[config.mk]
export PLATFORM = sky130hd
export DESIGN_NAME = fpi_unit
export DESIGN_NICKNAME = d
export VERILOG_FILES = /design/src/logic/fpi_pkg.sv /design/src/logic/fpi_unit.sv
export SDC_FILE = /design/constraint.sdc
export NUM_CORES = 1
export LEC_CHECK = 0
export BUFFER_PORTS_ARGS = -buffer_cell sky130_fd_sc_hd__buf_4
export CAP_MARGIN = 25
export CELL_PAD_IN_SITES_DETAIL_PLACEMENT = 1
export CELL_PAD_IN_SITES_GLOBAL_PLACEMENT = 2
export CORE_MARGIN = 2
export CORE_UTILIZATION = 27
export DETAILED_ROUTE_END_ITERATION = 6
export PLACE_DENSITY_LB_ADDON = 0.1
export SLEW_MARGIN = 15
export SYNTH_ARGS = -nofsm -noshare
export SYNTH_HDL_FRONTEND = slang
export SYNTH_SLANG_ARGS = --single-unit
export TNS_END_PERCENT = 30
[constraint.sdc]
create_clock -name mclk_i -period 2.22 [get_ports mclk_i]
set_clock_uncertainty 0.05 [all_clocks]
set_input_delay 0.444 -clock mclk_i [delete_from_list [all_inputs] [get_ports mclk_i]]
set_output_delay 0.444 -clock mclk_i [all_outputs]
set_load 0.005 [all_outputs]
[src/logic/fpi_pkg.sv]
`default_nettype none
package fpi_pkg;
  // ****************************************
  // Register map (byte addresses)
  // ****************************************
  localparam logic [4:0]  OFF_CTRL   = 5'h00;
  localparam logic [4:0]  OFF_FLAG   = 5'h04;
  localparam logic [4:0]  OFF_IEN    = 5'h08;
  localparam logic [4:0]  OFF_SW     = 5'h0C;
  localparam logic [4:0]  OFF_STAT   = 5'h10;
  localparam logic [4:0]  OFF_PC     = 5'h14;
  // Control bits
  localparam int          CTL_MODE   = 0;
  localparam int          CTL_EDGE   = 1;
  localparam int          CTL_PINEN  = 2;
  localparam int          CTL_FVEN   = 3;
  localparam int          CTL_OFEN   = 4;
  localparam int          CTL_HF     = 5;
  localparam int          CTL_XT2    = 6;
  // Flag bits
  localparam int          FLG_PIN    = 0;
  localparam int          FLG_FV     = 1;
  localparam int          FLG_OF     = 2;
  localparam int          FLG_WDT    = 3;
  // Status word global enable bit
  localparam int          SW_GIE     = 3;
  // Reset values
  localparam logic [6:0]  CTRL_RST   = 7'h00;
  localparam logic [3:0]  FLAG_RST   = 4'h4;
  localparam logic [13:0] IEN_RST    = 14'h0000;
  localparam logic [15:0] SW_RST     = 16'h0000;
  // Vector table and priorities
  localparam int          NUM_PERIPH = 14;
  localparam logic [15:0] VEC_BASE   = 16'hFFE0;
  localparam logic [3:0]  PRI_RESET  = 4'hF;
  localparam logic [3:0]  PRI_NMI    = 4'hE;
  localparam logic [3:0]  PRI_WDT    = 4'hA;
  // Sequence lengths in cycles
  localparam logic [2:0]  ENTRY_CYC  = 3'h6;
  localparam logic [2:0]  RETURN_CYC = 3'h5;
  // Sequencer states, one-hot
  typedef enum logic [3:0] {
    ST_HOLD   = 4'b0001,
    ST_IDLE   = 4'b0010,
    ST_ENTRY  = 4'b0100,
    ST_RETURN = 4'b1000
  } fpi_state_t;
endpackage : fpi_pkg
`default_nettype wire

[src/logic/fpi_unit.sv]
// Summary of operation
// - Chain position fixes priority; nearer wins.
// - NMI ignores global enable, own enables only.
// - Accepting NMI clears all three NMI enables.
// - NMI sources share vector FFFC, priority 14.
// - NMI sources: pin edge, osc fault, flash.
// - Pin low holds reset; high starts FFFE.
// - Selected edge sets flag; enable gates NMI.
// - Power-up clear returns pin to reset function.
// - Edge-select change fires only in NMI mode.
// - Flash violation sets flag, enable gates NMI.
// - Oscillator fault sets flag, enable gates NMI.
// - Power-up clear forces LF, second crystal off.
// - Maskable needs own enable and global enable.
// - Watchdog interval overflow: vector FFF4, prio 10.
// - Entry takes six cycles to handler start.
// - Finish instruction, push next PC, then status.
// - Highest pending priority is served first.
// - Single-source flag cleared on acceptance.
// - Clear status word, then load vector into PC.
// - Return: five cycles, pop status then PC.
// - Sixteen vectors FFE0-FFFF, priority 0 to 15.
`timescale 1ns/1ps
`default_nettype none
module fpi_unit (
  input  wire logic        mclk_i,
  input  wire logic        rst_n_i,
  input  wire logic [4:0]  avs_address_i,
  input  wire logic        avs_read_i,
  input  wire logic        avs_write_i,
  input  wire logic [31:0] avs_writedata_i,
  input  wire logic [3:0]  avs_byteenable_i,
  output logic      [31:0] avs_readdata_o,
  output logic             avs_waitrequest_o,
  input  wire logic        rst_nmi_pin_i,
  input  wire logic        osc_fault_i,
  input  wire logic        flash_viol_i,
  input  wire logic        wdt_overflow_i,
  input  wire logic        wdt_interval_i,
  input  wire logic [13:0] periph_req_i,
  input  wire logic        instr_done_i,
  input  wire logic [15:0] next_pc_i,
  input  wire logic        return_from_irq_i,
  input  wire logic [15:0] pop_data_i,
  input  wire logic [15:0] vec_data_i,
  output logic             cpu_reset_o,
  output logic             push_o,
  output logic      [15:0] push_data_o,
  output logic             pop_o,
  output logic             vec_rd_o,
  output logic      [15:0] vec_addr_o,
  output logic             handler_start_o,
  output logic             resume_o,
  output logic      [13:0] irq_ack_o,
  output logic      [15:0] pc_o,
  output logic      [15:0] status_word_o,
  output logic             hf_mode_o,
  output logic             second_crystal_on_o
);

  // ****************************************
  // State record
  // ****************************************
  typedef struct packed {
    fpi_pkg::fpi_state_t state;
    logic [2:0]          cnt;
    logic [3:0]          vec;
    logic [6:0]          ctrl;
    logic [3:0]          flags;
    logic [13:0]         ien;
    logic [15:0]         sw;
    logic [15:0]         pc;
    logic [15:0]         out_data;
    logic                pin_s1;
    logic                pin_s2;
    logic                trig_prev;
    logic                osc_s1;
    logic                osc_s2;
    logic                ack;
    logic [31:0]         rdata;
  } fpi_regs_t;
  fpi_regs_t r_q;
  fpi_regs_t r_d;

  // ****************************************
  // Helper functions
  // ****************************************
  // Byte-lane merge of a bus write
  function automatic logic [31:0] be_merge(input logic [31:0] old,
                                           input logic [31:0] nw,
                                           input logic [3:0]  be);
    logic [31:0] res;
    res = old;
    for (int i = 0; i < 4; i++) begin
      if (be[i]) begin
        res[i*8 +: 8] = nw[i*8 +: 8];
      end
    end
    return res;
  endfunction : be_merge
  // Highest set bit of the chain, position is priority
  // chain position priority
  function automatic logic [3:0] pri_enc(input logic [13:0] req);
    logic [3:0] idx;
    idx = 4'h0;
    for (int i = 0; i < fpi_pkg::NUM_PERIPH; i++) begin
      if (req[i]) begin
        idx = 4'(i);
      end
    end
    return idx;
  endfunction : pri_enc
  // One-hot line for a maskable priority
  function automatic logic [13:0] line_of(input logic [3:0] pri);
    logic [13:0] oh;
    oh = 14'h0000;
    if (pri < 4'(fpi_pkg::NUM_PERIPH)) begin
      oh[pri] = 1'b1;
    end
    return oh;
  endfunction : line_of

  // ****************************************
  // Combinational terms
  // ****************************************
  logic        trig;
  logic        pin_edge;
  logic        nmi_req;
  logic [13:0] mask_req;
  logic        any_req;
  logic [3:0]  sel;
  logic        bus_req;
  logic        bus_take;
  logic        in_entry;
  logic        in_return;
  logic [31:0] wmerged;

  // Edge detection on the selected polarity
  // edge select
  assign trig      = r_q.ctrl[fpi_pkg::CTL_EDGE] ? ~r_q.pin_s2 : r_q.pin_s2;
  assign pin_edge  = r_q.ctrl[fpi_pkg::CTL_MODE] & trig & ~r_q.trig_prev;
  // Request gating
  // NMI gating
  assign nmi_req   = (r_q.flags[fpi_pkg::FLG_PIN] & r_q.ctrl[fpi_pkg::CTL_PINEN])
                   | (r_q.flags[fpi_pkg::FLG_FV] & r_q.ctrl[fpi_pkg::CTL_FVEN])
                   | (r_q.flags[fpi_pkg::FLG_OF] & r_q.ctrl[fpi_pkg::CTL_OFEN]);
  assign mask_req  = (periph_req_i | line_of(fpi_pkg::PRI_WDT)
                      & {14{r_q.flags[fpi_pkg::FLG_WDT]}})
                   & r_q.ien & {14{r_q.sw[fpi_pkg::SW_GIE]}};
  assign any_req   = nmi_req | (|mask_req);
  assign sel       = nmi_req ? fpi_pkg::PRI_NMI : pri_enc(mask_req);
  assign bus_req   = avs_read_i | avs_write_i;
  assign bus_take  = bus_req & ~r_q.ack;
  assign in_entry  = r_q.state == fpi_pkg::ST_ENTRY;
  assign in_return = r_q.state == fpi_pkg::ST_RETURN;
  assign wmerged   = be_merge(32'h0000_0000, avs_writedata_i, avs_byteenable_i);

  // ****************************************
  // Next-state logic
  // ****************************************
  always_comb begin
    logic [31:0] cur;
    cur = 32'h0000_0000;
    r_d = r_q;
    // Pin and oscillator synchronisers
    r_d.pin_s1    = rst_nmi_pin_i;
    r_d.pin_s2    = r_q.pin_s1;
    r_d.osc_s1    = osc_fault_i;
    r_d.osc_s2    = r_q.osc_s1;
    r_d.trig_prev = trig;
    // Bus access, one wait cycle then answer
    r_d.ack = bus_take;
    if (bus_take) begin
      case (avs_address_i)
        fpi_pkg::OFF_CTRL: cur = {25'h000_0000, r_q.ctrl};
        fpi_pkg::OFF_FLAG: cur = {28'h000_0000, r_q.flags};
        fpi_pkg::OFF_IEN:  cur = {18'h0_0000, r_q.ien};
        fpi_pkg::OFF_SW:   cur = {16'h0000, r_q.sw};
        fpi_pkg::OFF_STAT: cur = {21'h00_0000, r_q.state, r_q.cnt, r_q.vec};
        fpi_pkg::OFF_PC:   cur = {16'h0000, r_q.pc};
        default:           cur = 32'h0000_0000;
      endcase
      r_d.rdata = cur;
      if (avs_write_i) begin
        cur = be_merge(cur, avs_writedata_i, avs_byteenable_i);
        case (avs_address_i)
          fpi_pkg::OFF_CTRL: r_d.ctrl  = cur[6:0];
          fpi_pkg::OFF_FLAG: r_d.flags = r_q.flags & ~wmerged[3:0];
          fpi_pkg::OFF_IEN:  r_d.ien   = cur[13:0];
          fpi_pkg::OFF_SW:   r_d.sw    = cur[15:0];
          default: ;
        endcase
      end
    end
    // Flag sources, a set wins over a clear
    // pin flag
    if (pin_edge) r_d.flags[fpi_pkg::FLG_PIN] = 1'b1;
    if (flash_viol_i) r_d.flags[fpi_pkg::FLG_FV] = 1'b1;
    if (r_q.osc_s2) r_d.flags[fpi_pkg::FLG_OF] = 1'b1;
    if (wdt_overflow_i & wdt_interval_i) begin
      r_d.flags[fpi_pkg::FLG_WDT] = 1'b1;
    end
    // Sequencer
    case (r_q.state)
      fpi_pkg::ST_HOLD: begin
        if (r_q.pin_s2) begin
          r_d.state = fpi_pkg::ST_ENTRY;
          r_d.vec   = fpi_pkg::PRI_RESET;
          r_d.cnt   = 3'h3;
        end
      end
      fpi_pkg::ST_IDLE: begin
        if (return_from_irq_i) begin
          r_d.state = fpi_pkg::ST_RETURN;
          r_d.cnt   = 3'h1;
        end else if (instr_done_i & any_req) begin
          r_d.state    = fpi_pkg::ST_ENTRY;
          r_d.cnt      = 3'h1;
          r_d.vec      = sel;
          r_d.out_data = next_pc_i;
          if (nmi_req) begin
            r_d.ctrl[fpi_pkg::CTL_PINEN] = 1'b0;
            r_d.ctrl[fpi_pkg::CTL_FVEN]  = 1'b0;
            r_d.ctrl[fpi_pkg::CTL_OFEN]  = 1'b0;
          end
        end
      end
      fpi_pkg::ST_ENTRY: begin
        r_d.cnt = r_q.cnt + 3'h1;
        if (r_q.cnt == 3'h1) r_d.out_data = r_q.sw;
        if (r_q.cnt == 3'h3) begin
          r_d.sw = fpi_pkg::SW_RST;
          if (r_q.vec == fpi_pkg::PRI_WDT &&
              !(wdt_overflow_i & wdt_interval_i)) begin
            r_d.flags[fpi_pkg::FLG_WDT] = 1'b0;
          end
        end
        if (r_q.cnt == 3'h4) r_d.pc = vec_data_i;
        if (r_q.cnt == fpi_pkg::ENTRY_CYC) begin
          r_d.state = fpi_pkg::ST_IDLE;
          r_d.cnt   = 3'h0;
        end
      end
      fpi_pkg::ST_RETURN: begin
        r_d.cnt = r_q.cnt + 3'h1;
        if (r_q.cnt == 3'h1) r_d.sw = pop_data_i;
        if (r_q.cnt == 3'h2) r_d.pc = pop_data_i;
        if (r_q.cnt == fpi_pkg::RETURN_CYC) begin
          r_d.state = fpi_pkg::ST_IDLE;
          r_d.cnt   = 3'h0;
        end
      end
      default: begin
        r_d.state = fpi_pkg::ST_HOLD;
        r_d.cnt   = 3'h0;
      end
    endcase
    // Pin low in reset function holds the CPU
    // reset function
    if (!r_q.ctrl[fpi_pkg::CTL_MODE] && !r_q.pin_s2) begin
      r_d.state = fpi_pkg::ST_HOLD;
      r_d.cnt   = 3'h0;
    end
  end
  // State register, synchronous reset
  always_ff @(posedge mclk_i) begin
    if (!rst_n_i) begin
      r_q       <= '0;
      r_q.state <= fpi_pkg::ST_HOLD;
      r_q.ctrl  <= fpi_pkg::CTRL_RST;
      r_q.flags <= fpi_pkg::FLAG_RST;
      r_q.ien   <= fpi_pkg::IEN_RST;
      r_q.sw    <= fpi_pkg::SW_RST;
    end else begin
      r_q <= r_d;
    end
  end

  // ****************************************
  // Outputs
  // ****************************************
  // vector address
  assign vec_addr_o          = fpi_pkg::VEC_BASE + {11'h000, r_q.vec, 1'b0};
  assign push_o              = in_entry & (r_q.cnt == 3'h1 || r_q.cnt == 3'h2);
  assign push_data_o         = r_q.out_data;
  assign pop_o               = in_return & (r_q.cnt == 3'h1 || r_q.cnt == 3'h2);
  assign vec_rd_o            = in_entry & (r_q.cnt == 3'h3);
  assign handler_start_o     = in_entry & (r_q.cnt == fpi_pkg::ENTRY_CYC);
  assign resume_o            = in_return & (r_q.cnt == fpi_pkg::RETURN_CYC);
  assign irq_ack_o           = vec_rd_o ? line_of(r_q.vec) : 14'h0000;
  assign cpu_reset_o         = r_q.state == fpi_pkg::ST_HOLD;
  assign pc_o                = r_q.pc;
  assign status_word_o       = r_q.sw;
  assign hf_mode_o           = r_q.ctrl[fpi_pkg::CTL_HF];
  assign second_crystal_on_o = r_q.ctrl[fpi_pkg::CTL_XT2];
  assign avs_readdata_o      = r_q.rdata;
  assign avs_waitrequest_o   = bus_req & ~r_q.ack;
endmodule : fpi_unit
`default_nettype wire

# Yosys cells after proc, flatten, opt, wreduce, memory -nomap -nowiden
# Index checks and enable logic that the tools add are counted.
# totals
register_bits	122
output_inout_bits	119
elab_cells	162
input_bits	114
# classes
muxes	56
n_addsub	2
reduce_logical	30
eq_ne	25
bitwise_logic	26
n_lt_le_gt_ge	3
# op_table
op	n
2-to-1 mux 16 bit	8
case mux 16 bit (6 select lines)	1
2-to-1 mux 39 bit	2
case mux 32 bit (2 select lines)	1
2-to-1 mux 4 bit	14
2-to-1 mux 14 bit	3
case mux 16 bit (2 select lines)	1
bitwise AND 14 bit	2
case mux 7 bit (4 select lines)	1
2-to-1 mux 11 bit	2
2-to-1 mux 7 bit	3
AND reduction 3 bit	6
nonzero test 2 bit	9
2-to-1 mux 8 bit	2
OR 14 x 11 -> 14 bit	1
OR reduction 14 bit	1
bitwise AND 1 bit	13
2-to-1 mux 3 bit	4
!= test 2 x 1 -> 1 bit, second input constant	6
AND reduction 4 bit	3
equality test 5 x 4 -> 1 bit, second input constant	2
equality test 5 bit, second input constant	2
equality test 3 bit, second input constant	3
2-to-1 mux 1 bit	9
28 further kinds	43

# Longest topological paths before layout
# logic_depth
ltp_word	20
mapped_depth	8
depth_no_buf	7

# Least setup slack after synthesis
# Ideal clock, no wire load.
# synth_timing
path_type	reg-to-output
startpoint	reg r_q[120] in the netlist's numbering
endpoint	out irq_ack_o[1]
slack_ns	0.021
path_stages_with_launch	7
required_time_ns	1.726
arrival_time_ns	1.705
path_buffers	2
cell_sequence	dfxtp_1 > buf_2 > nor4b_1 > clkbuf_1 > and2_1 > nand3b_1 > nor3_1
# synth_between
elab_chain_cells	3
# synth_lines
item	line_no	source
from (decl)	fpi_unit.sv:82	fpi_regs_t r_q;
from (signal assigned)	fpi_unit.sv:275	r_q <= r_d;
equality test 4 x 3 -> 1 bit	fpi_unit.sv:154	assign in_entry = r_q.state == fpi_pkg::ST_ENTRY;
bitwise AND 1 bit	fpi_unit.sv:287	assign vec_rd_o = in_entry & (r_q.cnt == 3'h3);
named net vec_rd_o	fpi_unit.sv:50	output logic vec_rd_o,
2-to-1 mux 14 bit	fpi_unit.sv:290	assign irq_ack_o = vec_rd_o ? line_of(r_q.vec) : 14'h0000;
to (decl)	fpi_unit.sv:54	output logic [13:0] irq_ack_o,
# The timed path passes the listed nets, and every way through them passes these cells.

# Worst setup path in the final report
# layout_timing
startpoint	reg r_q[118] in the netlist's numbering
endpoint	out irq_ack_o[9]
# layout_between
elab_chain_cells	3
# layout_lines
item	line_no
equality test 4 x 3 -> 1 bit	fpi_unit.sv:154
bitwise AND 1 bit	fpi_unit.sv:287
2-to-1 mux 14 bit	fpi_unit.sv:290
# Every way passes these cells.

==> impl_metrics.tcl <==
set metrics [dict create \
    outcome "complete, but fails checks" \
    violations "setup timing" \
    peakVddDrop_uv 280.1 \
    regToRegEndpoint "pc_o[15]" \
    grt_use_total_pct 21.73 \
    stdcell_area_sq_um 8391 \
    syn_area_sq_um 6269 \
    placed_area_sq_um 7869 \
    cp_slowest_cell "dfxtp_2" \
    path_clk_slew_ps 80 \
    hold_buffers 0 \
    slew_violations 0 \
    synthToLayoutAreaGrowth_pct 33.85 \
    p_leak_nw 3.438 \
    cpMostUsedCell "buf_4" \
    setup_ws_ps -145.4 \
    grt_pass1_wl_mm 40.14 \
    synth_top_area_cell "dfxtp_1" \
    wl_per_cell_um 20.87 \
    numCtsBuffers 9 \
    clockBufferDepth 2 \
    slew_headroom_pct 62.70 \
    initial_utilization_pct 27.60 \
    first_iter_violations 281 \
    timing.fmax_mhz 422.8 \
    portBuffers 186 \
    cp_cell_sequence "buf_6, nor4b_4, buf_4, and2_4, nand3b_1, nor2_1, buf_4" \
    cts.sinks 106 \
    path_buf_inv 3 \
    yosys-top-cells-area "dfxtp_1 34%, buf_4 12%, nand2_1 7.5%, nor2_1 6.0%, a22oi_1 3.1%" \
    place.gp.congestion 0.9241 \
    via_per_inst 5.065 \
    rows 55 \
    hold_depth 2 \
    holdPathEnd "r_d[33]" \
    endpoint_kind "output pin" \
    crit_family "simple AND/OR/NAND/NOR gates" \
    core_area_sq_um 22710 \
    yosysUniqueCellTypes 67 \
    top_layer "met4" \
    maxCapViolations 0 \
    drt-total-wl_mm 26.55 \
    cellPowerDensity_nw_per_um2 485.9 \
    cts_tree "yes" \
    htreeDepth 3 \
    hold_viol 0 \
    die_h_um 156.4 \
    grt_pass1_vias 6796 \
    rsz0062_at_grt "yes" \
    async_flop_share_pct 0 \
    clk-insertion-delay-late_ps 360 \
    yosysWarnings 0 \
    cp_max_fo 4 \
    synth_seq_cells 106 \
    route.met3.wl_mm 1.236 \
    min_period_over_period_pct 106.6 \
    reg2reg_depth 6 \
    gr-total-overflow 0 \
    min_path_type "in -> reg" \
    criticalPathCategory "reg -> out" \
    finish.utilization_pct 36.95 \
    vias 6443 \
    critPathArrivalTime_ps 1870 \
    synth_ff_type "dfxtp_1" \
    antenna_found_initial 0 \
    setup_viol 17 \
    drc 0 \
    dieArea_sq_um 24450 \
    syn_avg_cell_area_sq_um 7.777 \
    cts_root_buffer "clkbuf_16" \
    grt_start_max_net_pins 34 \
    diodes 0 \
    worstPathRequired_ps 1730 \
    min_period_ps 2365 \
    m1WireLength_mm 11.88 \
    drtPass1Iterations 6 \
    nets 1097 \
    dpl_worst_slack_ps -104.8 \
    synth_cells 806 \
    rrSetupSlack_ps 10 \
    synth_enable_flop_cells 0 \
    cpPeakStageDelay_ps 340 \
    ioPinCount 233 \
    ant_nets 0 \
    synth_most_common_cell "nand2_1" \
    min_from "osc_fault_i" \
    wl_met2_mm 12.74 \
    die_w_um 156.4 \
    reg2reg_from "r_q[121]" \
    place_hpwl_mm 21.18 \
    cp-start-kind "register" \
    layout-drive-gt1-share_pct 35.56 \
    worst_slew_pin_slew_ps 555.7 \
    final_cell_count_no_fill 1272 \
    synth_commonest_cells "126 x nand2_1, 106 x dfxtp_1, 100 x nor2_1, 99 x buf_4, 35 x clkbuf_1" \
    synth_top_cell_area_share_pct 33.85 \
    placed_cells 1245 \
    ys_seq_area_share_pct 33.85 \
]
==> final cells by class <==
type | instances | area [sq um]
clock buffers | 9 | 225.2
clock inverters | 7 | 62.56
fillers | 2761 | 14320
inverters | 8 | 30.03
multi-input cells | 573 | 3385
flip-flops and latches | 106 | 2132
well taps | 285 | 356.6
repair buffers | 284 | 2200
==> what timing repair did <==
action,4_1_cts,5_1_grt
resized for setup,13,26
setup buffers,8,3
pin swaps,7,11
endpoints found under the setup margin,20,59
==> power breakdown <==
part	leakage (nW)	switching (W)	internal, W
clock network	0.132	0.000840	0.000784
registers	0.860	0.0000290	0.00193
logic	2.45	0.000260	0.000235
total	3.44	0.00113	0.00295
==> cell families after synthesis <==
logic type | after synthesis | synth area share, %
buf+inv | 153 | 15.59
simple gates | 340 | 25.23
xor+xnor | 2 | 0.2795
compound gates | 190 | 22.77
flops | 106 | 33.85
other cells | 2 | 0.1198
fa+ha+maj | 1 | 0.1996
mux | 12 | 1.956
==> worst max-delay path by stage <==
stage / start / to / cells past startpoint
after floorplan: r_q[120] / irq_ack_o[1] / 6
after global placement: avs_address_i[3] / status_word_o[0] / 7
after detailed placement: avs_address_i[1] / r_q[86] / 8
after CTS: r_q[119] / irq_ack_o[1] / 7
after global routing: r_q[118] / irq_ack_o[6] / 7
final: r_q[118] / irq_ack_o[9] / 7
==> stage by stage <==
stage / setup TNS, ps / hold slack, ps / total power [W]
after floorplan: 0 / 344.5 / 0.002241
after global placement: -1107 / 357.5 / 0.002485
after detailed placement: -1635 / 361.7 / 0.002494
after CTS: -2171 / 231.6 / 0.004115
after global routing: -3962 / 231.9 / 0.004264
final: -1744 / 239.7 / 0.004077
==> flip-flops by register name, indices dropped and copies added (netlist names) <==
register and flops:
r_q 38, push_data_o 16, second_crystal_on_o 1, pc_o 16
status_word_o 16, hf_mode_o 1, r_d 2, avs_readdata_o 16
==> routing by layer <==
layer	GRT usage (%)	vias to the layer above
li1	-	3081
met1	28.44	3113
met2	36.58	216
met3	3.323	33
met4	7.121	0
met5	0	-
==> layout by cell type, fill, tap and decap left out, types with 4 or more instances in the layout <==
cell type,count
dfxtp_1,102
conb_1,28
a211oi_1,6
o221ai_1,4
nand3_1,28
inv_1,6
o21ai_0,26
o22ai_1,12
a22oi_1,26
nor3_1,12
nand2b_1,6
a211oi_2,6
buf_6,8
a221o_1,5
nor3_2,6
nand2_1,125
a311oi_2,8
and2_1,14
nor2_1,96
buf_4,273
or3_1,7
o21ai_1,4
a211o_1,5
nor3b_1,4
mux2i_1,10
a311oi_1,21
and3_1,12
a31oi_1,7
clkbuf_16,9
a21oi_1,30
Power figures use the tool's default switching activity.
